$ cat src/hdl/sdceg_regs.vh
// Constants of the comparator event guard: widths, flag layout, reset values.
// Assumes it is included by its bare name from the design files.
`ifndef SDCEG_REGS_VH
`define SDCEG_REGS_VH

// Channel count and field widths.
`define SDCEG_NCH        4
`define SDCEG_ACC_W      10
`define SDCEG_OSR_W      5
`define SDCEG_FLAG_W     9

// Flag register layout: over flags, then under flags, then data ack.
`define SDCEG_OVER_LSB   0
`define SDCEG_UNDER_LSB  4
`define SDCEG_ACK_BIT    8

// Reset values.
`define SDCEG_FLAG_RST   9'h000
`define SDCEG_EVT_RST    8'h00

// Comparator filter type codes.
`define SDCEG_FT_SINC1   1'b0
`define SDCEG_FT_SINC2   1'b1

// Windows that must complete after a settings change before a channel settles.
`define SDCEG_SETTLE_WIN 2'h2

`endif

$ cat src/hdl/sdceg_cmp_chan.v
// One comparator channel: a sinc1 or sinc2 accumulator over the oversampling
// window, compared against the low and high thresholds at each window end.
// Assumes mod_edge is a one-cycle pulse on mclk per modulator clock rising edge.
`timescale 1ns/1ps
`default_nettype none
`include "sdceg_regs.vh"

module sdceg_cmp_chan
(
   input  wire                      mclk,        // System clock.
   input  wire                      rst_n,       // Asynchronous reset, active low.
   input  wire                      mod_edge,    // Modulator clock rising edge pulse.
   input  wire                      mod_bit,     // Synchronised modulator data bit.
   input  wire                      filt_type,   // Filter type, sinc1 or sinc2.
   input  wire [`SDCEG_OSR_W-1:0]   osr,         // Comparator oversampling ratio.
   input  wire [`SDCEG_ACC_W-1:0]   low_thr,     // Low threshold.
   input  wire [`SDCEG_ACC_W-1:0]   high_thr,    // High threshold.
   output reg                       over_evt,    // Pulse: result above high threshold.
   output reg                       under_evt,   // Pulse: result below low threshold.
   output reg                       win_done     // Pulse: a window has completed.
);

   reg  [`SDCEG_OSR_W-1:0] cnt_reg;
   reg  [`SDCEG_ACC_W-1:0] sum1_reg;
   reg  [`SDCEG_ACC_W-1:0] sum2_reg;
   wire [`SDCEG_ACC_W-1:0] sum1_next;
   wire [`SDCEG_ACC_W-1:0] sum2_next;
   wire [`SDCEG_ACC_W-1:0] result;
   wire                    last;

   // Running sums; the second stage integrates the first for sinc2.
   assign sum1_next = sum1_reg + {{(`SDCEG_ACC_W-1){1'b0}}, mod_bit};
   assign sum2_next = sum2_reg + sum1_next;
   assign result    = (filt_type == `SDCEG_FT_SINC2) ? sum2_next : sum1_next;
   // A ratio of zero behaves as one so the window always ends.
   assign last      = ({1'b0, cnt_reg} + 6'h01) >= {1'b0, osr};

   // Settings are not latched per window; a change mid-window compares a
   // partial sum against new thresholds, which is how spurious events arise.
   always @(posedge mclk or negedge rst_n)
   begin
      if (!rst_n)
      begin
         cnt_reg   <= 5'h00;
         sum1_reg  <= 10'h000;
         sum2_reg  <= 10'h000;
         over_evt  <= 1'b0;
         under_evt <= 1'b0;
         win_done  <= 1'b0;
      end
      else
      begin
         over_evt  <= 1'b0;
         under_evt <= 1'b0;
         win_done  <= 1'b0;
         if (mod_edge)
         begin
            if (last)
            begin
               cnt_reg   <= 5'h00;
               sum1_reg  <= 10'h000;
               sum2_reg  <= 10'h000;
               over_evt  <= (result > high_thr);
               under_evt <= (result < low_thr);
               win_done  <= 1'b1;
            end
            else
            begin
               cnt_reg  <= cnt_reg + 5'h01;
               sum1_reg <= sum1_next;
               sum2_reg <= sum2_next;
            end
         end
      end
   end

endmodule // sdceg_cmp_chan

`default_nettype wire

$ cat src/hdl/sdceg_top.v
// Comparator event guard of the sigma-delta filter unit: four comparator
// channels, sticky interrupt flags, and routing of events to destinations.
// Assumes software drives enables, clears and settings on mclk; the modulator
// clock and data arrive on pins and are synchronised here.
//
// Notes on behaviour
// - Four channels, over and under flags each.
// - Run-time settings changes may yield spurious events.
// - Every comparator event goes to each enabled destination; the data ack only sets its flag.
// - Uncleared flags block further processor interrupts.
// - One spurious data ack may follow sync.
`timescale 1ns/1ps
`default_nettype none
`include "sdceg_regs.vh"

module sdceg_top
(
   input  wire                          mclk,                  // System clock, 10 MHz.
   input  wire                          rst_n,                 // Async reset, active low.
   input  wire                          modulator_clock,       // Modulator clock pin.
   input  wire [`SDCEG_NCH-1:0]         mod_data,              // Modulator data pins.
   input  wire [`SDCEG_NCH-1:0]         filt_type,             // Filter type per channel.
   input  wire [4*`SDCEG_OSR_W-1:0]     comparator_oversample_ratio, // Ratio per channel.
   input  wire [4*`SDCEG_ACC_W-1:0]     low_threshold,         // Low threshold per channel.
   input  wire [4*`SDCEG_ACC_W-1:0]     high_threshold,        // High threshold per channel.
   input  wire [`SDCEG_NCH-1:0]         over_value_irq_enable, // Over flag enables.
   input  wire [`SDCEG_NCH-1:0]         under_value_irq_enable,// Under flag enables.
   input  wire                          data_ack_irq_enable,   // Data ack flag enable.
   input  wire [`SDCEG_FLAG_W-1:0]      flag_clear,            // Clear pulses per flag.
   input  wire [2*`SDCEG_NCH-1:0]       cla_task_enable,       // Coprocessor routing.
   input  wire [2*`SDCEG_NCH-1:0]       pwm_trip_enable,       // PWM crossbar routing.
   input  wire [2*`SDCEG_NCH-1:0]       gpio_xbar_enable,      // GPIO crossbar routing.
   input  wire                          filter_sync_pulse,     // Filter reset pulse.
   input  wire                          data_ack_event,        // Data filter ready pulse.
   output reg  [`SDCEG_FLAG_W-1:0]      filter_irq_flag_reg,   // Sticky flag register.
   output reg                           cpu_irq,               // Combined request level.
   output reg                           cpu_irq_pulse,         // New interrupt pulse.
   output reg  [2*`SDCEG_NCH-1:0]       cla_task_evt,          // Coprocessor task pulses.
   output reg  [2*`SDCEG_NCH-1:0]       pwm_trip_evt,          // PWM crossbar pulses.
   output reg  [2*`SDCEG_NCH-1:0]       gpio_xbar_evt,         // GPIO crossbar pulses.
   output reg                           data_ack_unsettled,    // First ack after sync.
   output reg  [`SDCEG_NCH-1:0]         cmp_unsettled          // Settling after a change.
);

   ////////////////////////////////////////////////////////////////////////////
   // Declarations.

   reg                      mclk_s1_reg;
   reg                      mclk_s2_reg;
   reg                      mclk_d_reg;
   reg  [`SDCEG_NCH-1:0]    data_s1_reg;
   reg  [`SDCEG_NCH-1:0]    data_s2_reg;
   reg                      ack_wait_reg;
   wire                     mod_edge;
   wire [`SDCEG_NCH-1:0]    over_evt;
   wire [`SDCEG_NCH-1:0]    under_evt;
   wire [`SDCEG_NCH-1:0]    win_done;
   wire [2*`SDCEG_NCH-1:0]  cmp_evt;
   wire [`SDCEG_FLAG_W-1:0] flag_en;
   wire [`SDCEG_FLAG_W-1:0] flag_set;
   wire [`SDCEG_FLAG_W-1:0] filter_irq_flag_next;

   // Gates an event vector with its destination enable vector.
   function [2*`SDCEG_NCH-1:0] route;
      input [2*`SDCEG_NCH-1:0] evt;
      input [2*`SDCEG_NCH-1:0] en;
      begin
         route = evt & en;
      end
   endfunction

   ////////////////////////////////////////////////////////////////////////////
   // Pin synchronisers and modulator clock edge detection.

   // Two flops per pin, plus a third on the modulator clock for edge detection; the first stage feeds no logic.
   always @(posedge mclk or negedge rst_n)
   begin
      if (!rst_n)
      begin
         mclk_s1_reg <= 1'b0;
         mclk_s2_reg <= 1'b0;
         mclk_d_reg  <= 1'b0;
         data_s1_reg <= 4'h0;
         data_s2_reg <= 4'h0;
      end
      else
      begin
         mclk_s1_reg <= modulator_clock;
         mclk_s2_reg <= mclk_s1_reg;
         mclk_d_reg  <= mclk_s2_reg;
         data_s1_reg <= mod_data;
         data_s2_reg <= data_s1_reg;
      end
   end

   // The modulator clock must stay well below mclk/4 for edges to be seen.
   assign mod_edge = mclk_s2_reg & ~mclk_d_reg;

   ////////////////////////////////////////////////////////////////////////////
   // Comparator channels and settings-change tracking.

   genvar ch;
   generate
      for (ch = 0; ch < `SDCEG_NCH; ch = ch + 1)
      begin : g_chan
         reg  [25:0] set_prev_reg;
         reg  [1:0]  settle_reg;
         wire [25:0] set_now;

         sdceg_cmp_chan u_chan
         (
            .mclk      (mclk),
            .rst_n     (rst_n),
            .mod_edge  (mod_edge),
            .mod_bit   (data_s2_reg[ch]),
            .filt_type (filt_type[ch]),
            .osr       (comparator_oversample_ratio[ch*`SDCEG_OSR_W +: `SDCEG_OSR_W]),
            .low_thr   (low_threshold[ch*`SDCEG_ACC_W +: `SDCEG_ACC_W]),
            .high_thr  (high_threshold[ch*`SDCEG_ACC_W +: `SDCEG_ACC_W]),
            .over_evt  (over_evt[ch]),
            .under_evt (under_evt[ch]),
            .win_done  (win_done[ch])
         );

         assign set_now = {filt_type[ch],
                           comparator_oversample_ratio[ch*`SDCEG_OSR_W +: `SDCEG_OSR_W],
                           low_threshold[ch*`SDCEG_ACC_W +: `SDCEG_ACC_W],
                           high_threshold[ch*`SDCEG_ACC_W +: `SDCEG_ACC_W]};

         // Status only: events are never suppressed while settling, so
         // software must keep its own disable and wait ordering.
         always @(posedge mclk or negedge rst_n)
         begin
            if (!rst_n)
            begin
               set_prev_reg      <= 26'h0000000;
               settle_reg        <= 2'h0;
               cmp_unsettled[ch] <= 1'b0;
            end
            else
            begin
               set_prev_reg <= set_now;
               if (set_now != set_prev_reg)
               begin
                  settle_reg        <= `SDCEG_SETTLE_WIN;
                  cmp_unsettled[ch] <= 1'b1;
               end
               else if (win_done[ch] && (settle_reg != 2'h0))
               begin
                  settle_reg        <= settle_reg - 2'h1;
                  cmp_unsettled[ch] <= (settle_reg != 2'h1);
               end
            end
         end
      end
   endgenerate

   ////////////////////////////////////////////////////////////////////////////
   // Flag register and processor interrupt.

   assign cmp_evt  = {under_evt, over_evt};
   assign flag_en  = {data_ack_irq_enable, under_value_irq_enable, over_value_irq_enable};
   // Only enabled events may raise a flag; the data ack takes the top bit.
   assign flag_set = {data_ack_event, cmp_evt} & flag_en;
   // A set arriving with its clear wins, so no event is lost.
   assign filter_irq_flag_next = (filter_irq_flag_reg & ~flag_clear) | flag_set;

   // The pulse fires only from an empty flag register; while any flag is
   // pending no further interrupt is raised until software clears it.
   always @(posedge mclk or negedge rst_n)
   begin
      if (!rst_n)
      begin
         filter_irq_flag_reg <= `SDCEG_FLAG_RST;
         cpu_irq             <= 1'b0;
         cpu_irq_pulse       <= 1'b0;
      end
      else
      begin
         filter_irq_flag_reg <= filter_irq_flag_next;
         cpu_irq             <= |filter_irq_flag_next;
         cpu_irq_pulse       <= (filter_irq_flag_reg == `SDCEG_FLAG_RST) &&
                                (flag_set != `SDCEG_FLAG_RST);
      end
   end

   ////////////////////////////////////////////////////////////////////////////
   // Routing to coprocessor and crossbars.

   // Crossbar paths ignore the interrupt enables; they have their own gates.
   always @(posedge mclk or negedge rst_n)
   begin
      if (!rst_n)
      begin
         cla_task_evt  <= `SDCEG_EVT_RST;
         pwm_trip_evt  <= `SDCEG_EVT_RST;
         gpio_xbar_evt <= `SDCEG_EVT_RST;
      end
      else
      begin
         cla_task_evt  <= route(cmp_evt, cla_task_enable);
         pwm_trip_evt  <= route(cmp_evt, pwm_trip_enable);
         gpio_xbar_evt <= route(cmp_evt, gpio_xbar_enable);
      end
   end

   ////////////////////////////////////////////////////////////////////////////
   // Data acknowledge after a filter sync pulse.

   // The first ack after a sync pulse may come before the filter settles;
   // it is marked so the service routine can discard it.
   always @(posedge mclk or negedge rst_n)
   begin
      if (!rst_n)
      begin
         ack_wait_reg       <= 1'b0;
         data_ack_unsettled <= 1'b0;
      end
      else
      begin
         data_ack_unsettled <= data_ack_event & ack_wait_reg;
         if (filter_sync_pulse)
         begin
            ack_wait_reg <= 1'b1;
         end
         else if (data_ack_event)
         begin
            ack_wait_reg <= 1'b0;
         end
      end
   end

endmodule // sdceg_top

`default_nettype wire

$ cat config.mk
export PLATFORM = sky130hd
export DESIGN_NAME = sdceg_top
export DESIGN_NICKNAME = d
export VERILOG_FILES = /design/src/hdl/sdceg_cmp_chan.v /design/src/hdl/sdceg_top.v
export VERILOG_INCLUDE_DIRS = /design/src /design/src/hdl
export SDC_FILE = /design/constraint.sdc
export NUM_CORES = 1
export LEC_CHECK = 0
export BUFFER_PORTS_ARGS = -buffer_cell sky130_fd_sc_hd__buf_2
export CAP_MARGIN = 20
export CORE_MARGIN = 1.5
export CORE_UTILIZATION = 30
export DETAILED_ROUTE_END_ITERATION = 10
export PLACE_DENSITY = 0.44
export SKIP_CTS_REPAIR_TIMING = 1
export SYNTH_ARGS = -nofsm -noshare
export SYNTH_HDL_FRONTEND = slang
export SYNTH_SLANG_ARGS = --single-unit
$ cat constraint.sdc
create_clock -name mclk -period 4.6 [get_ports mclk]
set_input_delay 0.69 -clock mclk [delete_from_list [all_inputs] [get_ports mclk]]
set_output_delay 0.69 -clock mclk [all_outputs]
set_load 0.005 [all_outputs]
==> flow_summary.ini, run 1 <==
[run_status]
status = complete, no violations

[floorplanning]
die-area_um2 = 52500
start_util_pct = 30.5
die_y_um = 229
die_x_um = 229
fp-row-count = 82
coreArea_um2 = 50300
ioPinCount = 195

[routing]
wirelength_mm = 38.0
drtIter0Drc = 540
vias = 11363
drtPass1Iterations = 5
ant_nets = 0
vias_per_cell = 4.68
drc_errors = 0
wl_per_cell_um = 15.6

[worst_setup_path]
path_cells = ha_1 -> ha_1 -> and3_1 -> xor2_1 -> ha_1 -> and3_1 -> a221oi_1 -> xor2_1 -> a21oi_1 -> ha_1 -> a2111oi_0 -> o21ai_0 -> a2111oi_0
cpMaxStageDelayCell = a221oi_1
path_class = reg -> reg
critPathLaunchType = flop
r2r_cells = 13
setup.worst_path.start = g_chan[1].u_chan.sum1_reg[0]$_DFFE_PN0P_
critical_path.max_stage_delay_ps = 450
crit_buf_inv = 0
cp.required_ps = 5000
reg2reg_to = g_chan[1].u_chan.under_evt$_DFF_PN0_
r2r_start = g_chan[1].u_chan.sum1_reg[0]$_DFFE_PN0P_
cpMostUsedCell = ha_1
crit_arrival_ps = 4320
cp-end-kind = flop
r2r_slack_ps = 670
crit_fanout = 4
cpLargestDelayFamily = compound AO/OA/AOI/OAI gates

[global_routing]
grt_overflow = 0
grt_pass1_wl_mm = 63.1
antenna_found_initial = 0
grt_pass1_vias = 11829
track_usage_pct = 14.9
grt_max_degree = 99

[finish]
finalNetCount = 2055
drive_gt1_share_pct = 15.7
largest_reg_flops = 104
n_antenna_cell = 0
num-fill-cells = 5114
fin_area_um2 = 18300
post-route-util_pct = 36.4
syn_to_final_growth_pct = 19.4

[sta]
hold_viol_final = 0
drv_slew = 0
period_needed_ps = 3930
finClkSkew_ps = 15.5
setup_viol = 0
rsz0062_at_grt = no
setup-tns-final_ps = 0
relSlewSlack_pct = 37.4
whs_ps = 186
tightest_slew_ps = 938
finalCritPeriodShare_pct = 85.4
max_freq_ghz = 0.255

[power_and_ir_drop]
power.density_nw_per_um2 = 529
p_leak_nw = 9.19
ir_drop_mv = 0.208

[synth]
synth_edf_count = 0
synth_top_family_by_area = adder cells
ys_async_sr_fraction_pct = 100
synth_fa_ha_area_share_pct = 13.9
synth_cell_type_count = 57
ys_seq_area_share_pct = 45.0
ys.flop_type = dfrtp_1
synth_compound_gate_area_share_pct = 12.4
synth_fp_nets = 1852
avgSynthCellArea_um2 = 10.0
synth_seq_cells = 276
yosysWarnings = 0
synth_area_um2 = 15300
synth-simple-area-share_pct = 12.9
synthMuxAreaShare_pct = 0.759
postSynthCellCount = 1529
synth_xor_area_share_pct = 10.8

[place]
place_area_um2 = 17100
port_buffers = 194
hpwlAfterDp_mm = 27.9
gp_congestion = 0.794

[clock_network]
cts_buffers = 36
numClockSinks = 276
path_clk_slew_ps = 60
cts_tree = done
clockRootBuffer = clkbuf_16
clk_path_buf_depth = 3
clock_latency_ps = 540
htree_levels = 2

[job]
drv_cap = 0

[worst_hold_path]
hold_path_class = in -> async
[how the worst max path moves through the flow]
stage,end,slack [ps],cells past startpoint
2_1_floorplan,g_chan[0].u_chan.over_evt$_DFF_PN0_,1110,18
3_3_place_gp,g_chan[1].u_chan.under_evt$_DFF_PN0_,760,15
3_5_place_dp,g_chan[1].u_chan.under_evt$_DFF_PN0_,650,15
4_1_cts,g_chan[1].u_chan.under_evt$_DFF_PN0_,620,15
5_1_grt,g_chan[3].u_chan.over_evt$_DFF_PN0_,200,17
6_report,g_chan[1].u_chan.under_evt$_DFF_PN0_,670,13
[worst register-to-register path, cell delays in order (launching register included)]
cell       delay (ps)
dfrtp_1           400
ha_1              210
ha_1              220
and3_1            230
xor2_1            230
ha_1              320
and3_1            200
a221oi_1          450
xor2_1            240
a21oi_1           130
ha_1              230
a2111oi_0         360
o21ai_0           170
a2111oi_0         420
[cell families after synthesis]
| logic type | Yosys count |
|---|---|
| AOI/OAI and AO/OA | 304 |
| buffers and inverters | 168 |
| adders and majority gates | 168 |
| DFF | 276 |
| xor gates and xnor gates | 190 |
| and+or+nand+nor | 412 |
| muxes | 11 |
[report_power, final]
group | total [mW] | switching (mW) | internal (mW)
Clock | 2.85 | 1.09 | 1.76
Combinational | 3.61 | 2.07 | 1.54
Sequential | 3.23 | 0.377 | 2.86
Total | 9.69 | 3.54 | 6.15
[synth_stat cells, types with 3 or more instances]
library cell	number	area, um2
a2111oi_0	3	26.3
a211oi_1	4	30.0
a21boi_0	3	22.5
a21o_1	35	263
a21oi_1	60	300
a221oi_1	3	26.3
a22o_1	5	43.8
a31oi_1	11	68.8
and2_1	33	206
and3_1	21	131
clkbuf_1	35	131
dfrtp_1	276	6910
fa_1	4	80.1
ha_1	164	2050
inv_1	129	484
mux2_2	5	56.3
mux2i_1	6	60.1
nand2_1	184	691
nand2b_1	15	93.8
nand3_1	47	235
nand4_1	19	119
nor2_1	38	143
nor2b_1	12	75.1
nor3_1	7	35.0
nor4_1	24	150
o2111ai_1	3	26.3
o211ai_1	11	82.6
o21a_1	5	37.5
o21ai_0	106	531
o2bb2ai_1	5	43.8
o311ai_1	3	26.3
o31ai_1	27	203
or3_1	3	18.8
xnor2_1	92	806
xor2_1	98	858
[layer usage]
| metal | track usage (%) | up-vias | routed length (um) |
|---|---|---|---|
| li1 | - | 5671 | - |
| met4 | 4.40 | 0 | 872 |
| met1 | 19.5 | 5451 | 17800 |
| met2 | 24.3 | 196 | 17400 |
| met5 | 0 | - | 0 |
| met3 | 3.35 | 45 | 1860 |
[cells in the final DEF (no fill, tap or decap), types with 5 or more instances in the layout]
| cell | Yosys | layout |
|---|---|---|
| a21o_1 | 35 | 35 |
| a21oi_1 | 60 | 60 |
| a22o_1 | 5 | 5 |
| a31oi_1 | 11 | 11 |
| and2_1 | 33 | 33 |
| and3_1 | 21 | 21 |
| buf_2 | 2 | 193 |
| buf_4 | 1 | 9 |
| clkbuf_1 | 35 | 5 |
| clkbuf_16 | 0 | 37 |
| clkbuf_8 | 0 | 8 |
| clkinv_2 | 0 | 9 |
| dfrtp_1 | 276 | 276 |
| ha_1 | 164 | 164 |
| inv_1 | 129 | 129 |
| mux2_2 | 5 | 5 |
| mux2i_1 | 6 | 6 |
| nand2_1 | 184 | 184 |
| nand2b_1 | 15 | 14 |
| nand3_1 | 47 | 47 |
| nand4_1 | 19 | 19 |
| nor2_1 | 38 | 38 |
| nor2b_1 | 12 | 11 |
| nor3_1 | 7 | 7 |
| nor4_1 | 24 | 24 |
| o211ai_1 | 11 | 11 |
| o21a_1 | 5 | 5 |
| o21ai_0 | 106 | 105 |
| o2bb2ai_1 | 5 | 5 |
| o31ai_1 | 27 | 27 |
| xnor2_1 | 92 | 92 |
| xor2_1 | 98 | 98 |
[per-stage QoR]
step | instances | total power [mW] | setup WS, ps
2_1_floorplan | 1529 | 5.84 | 1110
3_3_place_gp | 2366 | 6.87 | 757
3_5_place_dp | 2366 | 6.93 | 652
4_1_cts | 2429 | 9.90 | 624
5_1_grt | 2429 | 10.6 | 204
6_report | 2429 | 9.69 | 671
[layout make-up]
class / instances / area, um2 / share of cell area (%)
Timing Repair Buffer: 204 / 1070 / 5.83
Inverter: 129 / 484 / 2.64
Multi-Input combinational cell: 1085 / 7820 / 42.7
Sequential cell: 276 / 6910 / 37.7
Clock buffer: 50 / 1050 / 5.76
Clock inverter: 13 / 144 / 0.786
Tap cell: 672 / 841 / 4.59
(Power assumes the default switching activity.)
==> run 2: changes to the inputs <==
- MAX_ROUTING_LAYER: unset -> met4
==> run 2 against run 1 <==
Effect of this change:
- first-iteration DRC count is the same
- combinational power is essentially flat
- clock skew grew 1.3 ps
- largest power group unchanged
- sequential power is essentially flat
- routed wire length grew 0.25%
- design area is the same
- total power is essentially flat
- die area is the same
- sequential cell count is the same
- clock power is essentially flat
- critical endpoint unchanged
- utilization is the same
==> flow_summary.ini, run 2 (same netlist as run 1, synthesis figures left out) <==
[worst_setup_path]
cp-end-kind = flop
cpMaxStageDelayCell = a221oi_1
cpLargestDelayFamily = compound AO/OA/AOI/OAI gates
path_cells = ha_1 -> ha_1 -> and3_1 -> xor2_1 -> ha_1 -> and3_1 -> a221oi_1 -> xor2_1 -> a21oi_1 -> ha_1 -> a2111oi_0 -> o21ai_0 -> a2111oi_0
critPathLaunchType = flop
crit_buf_inv = 0
crit_fanout = 4
critical_path.max_stage_delay_ps = 460
crit_arrival_ps = 4320
path_class = reg -> reg
r2r_slack_ps = 670
cp.required_ps = 5000
cpMostUsedCell = ha_1

[clock_network]
clockRootBuffer = clkbuf_16
path_clk_slew_ps = 60
clk_path_buf_depth = 3
htree_levels = 2
cts_buffers = 36
numClockSinks = 276
cts_tree = done
clock_latency_ps = 540

[routing]
wirelength_mm = 38.1
drtIter0Drc = 540
ant_nets = 0
wl_per_cell_um = 15.7
drc_errors = 0
vias = 11340
vias_per_cell = 4.67
drtPass1Iterations = 4

[sta]
drv_slew = 0
finalCritPeriodShare_pct = 85.4
tightest_slew_ps = 926
period_needed_ps = 3930
setup_viol = 0
relSlewSlack_pct = 38.2
setup-tns-final_ps = 0
max_freq_ghz = 0.255
finClkSkew_ps = 16.9
hold_viol_final = 0
whs_ps = 182
rsz0062_at_grt = no

[finish]
layout_commonest_cell = dfrtp_1
n_antenna_cell = 0
finalNetCount = 2055
drive_gt1_share_pct = 15.7
largest_reg_flops = 104
syn_to_final_growth_pct = 19.4
layout_common_cells = 276 x dfrtp_1, 193 x buf_2, 184 x nand2_1, 164 x ha_1, 129 x inv_1
post-route-util_pct = 36.4

[global_routing]
grt_pass1_wl_mm = 63.1
grt_max_degree = 99
track_usage_pct = 15.3
antenna_found_initial = 0
grt_pass1_vias = 11821
grt_overflow = 0

[floorplanning]
die_x_um = 229
fp-row-count = 82
die_y_um = 229
ioPinCount = 195
start_util_pct = 30.5
die-area_um2 = 52500
coreArea_um2 = 50300

[power_and_ir_drop]
ir_drop_mv = 0.209
p_leak_nw = 9.19
power.density_nw_per_um2 = 530

[place]
hpwlAfterDp_mm = 27.9
gp_congestion = 0.805
port_buffers = 194

[worst_hold_path]
hold_path_class = in -> async

[job]
drv_cap = 0

[run_status]
status = complete, no violations
## run 2: layout make-up
| class | instances | area (um2) |
|---|---|---|
| sequential | 276 | 6910 |
| clock inverter | 13 | 144 |
| tap | 672 | 841 |
| clock buffer | 50 | 1050 |
| timing repair buffer | 204 | 1070 |
| fill | 5114 | 32000 |
| multi-input combinational | 1085 | 7820 |
| inverter | 129 | 484 |
## run 2: report_power, final
| group | switching (mW) | leakage (nW) | internal, mW |
|---|---|---|---|
| sequential | 0.377 | 3.45 | 2.86 |
| combinational | 2.08 | 5.14 | 1.53 |
| clock | 1.09 | 0.601 | 1.76 |
| total | 3.55 | 9.19 | 6.15 |
## run 2: path summary, 6_finish.rpt
check                                                              start  depth (start not counted)                                   end
worst max-delay path            g_chan[1].u_chan.sum1_reg[0]$_DFFE_PN0P_                         13  g_chan[1].u_chan.under_evt$_DFF_PN0_
max in group asynchronous                                          rst_n                          2   g_chan[1].set_prev_reg[1]$_DFF_PN0_
worst max register to register  g_chan[1].u_chan.sum1_reg[0]$_DFFE_PN0P_                         13  g_chan[1].u_chan.under_evt$_DFF_PN0_
min in group mclk                                            mod_data[1]                          1              data_s1_reg[1]$_DFF_PN0_
worst min register to register                     mclk_s1_reg$_DFF_PN0_                          0                 mclk_s2_reg$_DFF_PN0_
worst min-delay path                                               rst_n                          1   g_chan[2].set_prev_reg[7]$_DFF_PN0_
## run 2: metrics by stage
step | instance area (um2) | std cells | total power, mW | worst slack [ps]
after floorplan | 15300 | 1529 | 5.84 | 1110
after global placement | 17100 | 2366 | 6.87 | 757
after detailed placement | 17100 | 2366 | 6.93 | 652
after CTS | 18300 | 2429 | 9.90 | 624
after global routing | 18300 | 2429 | 10.6 | 204
final | 18300 | 2429 | 9.70 | 672
## run 2: worst register-to-register path: stages, from the launching register on
cell       delay (ps)
dfrtp_1           400
ha_1              210
ha_1              220
and3_1            230
xor2_1            230
ha_1              320
and3_1            200
a221oi_1          460
xor2_1            240
a21oi_1           130
ha_1              230
a2111oi_0         360
o21ai_0           170
a2111oi_0         420
## run 2: per-layer routing
metal  global-route usage (%)  wire, um  vias to the layer above
met2                     24.4     17500                      173
met4                     4.40       859                        0
met5                        -         0                        -
met1                     19.5     18000                     5454
met3                     3.35      1720                       47
li1                         -         -                     5666
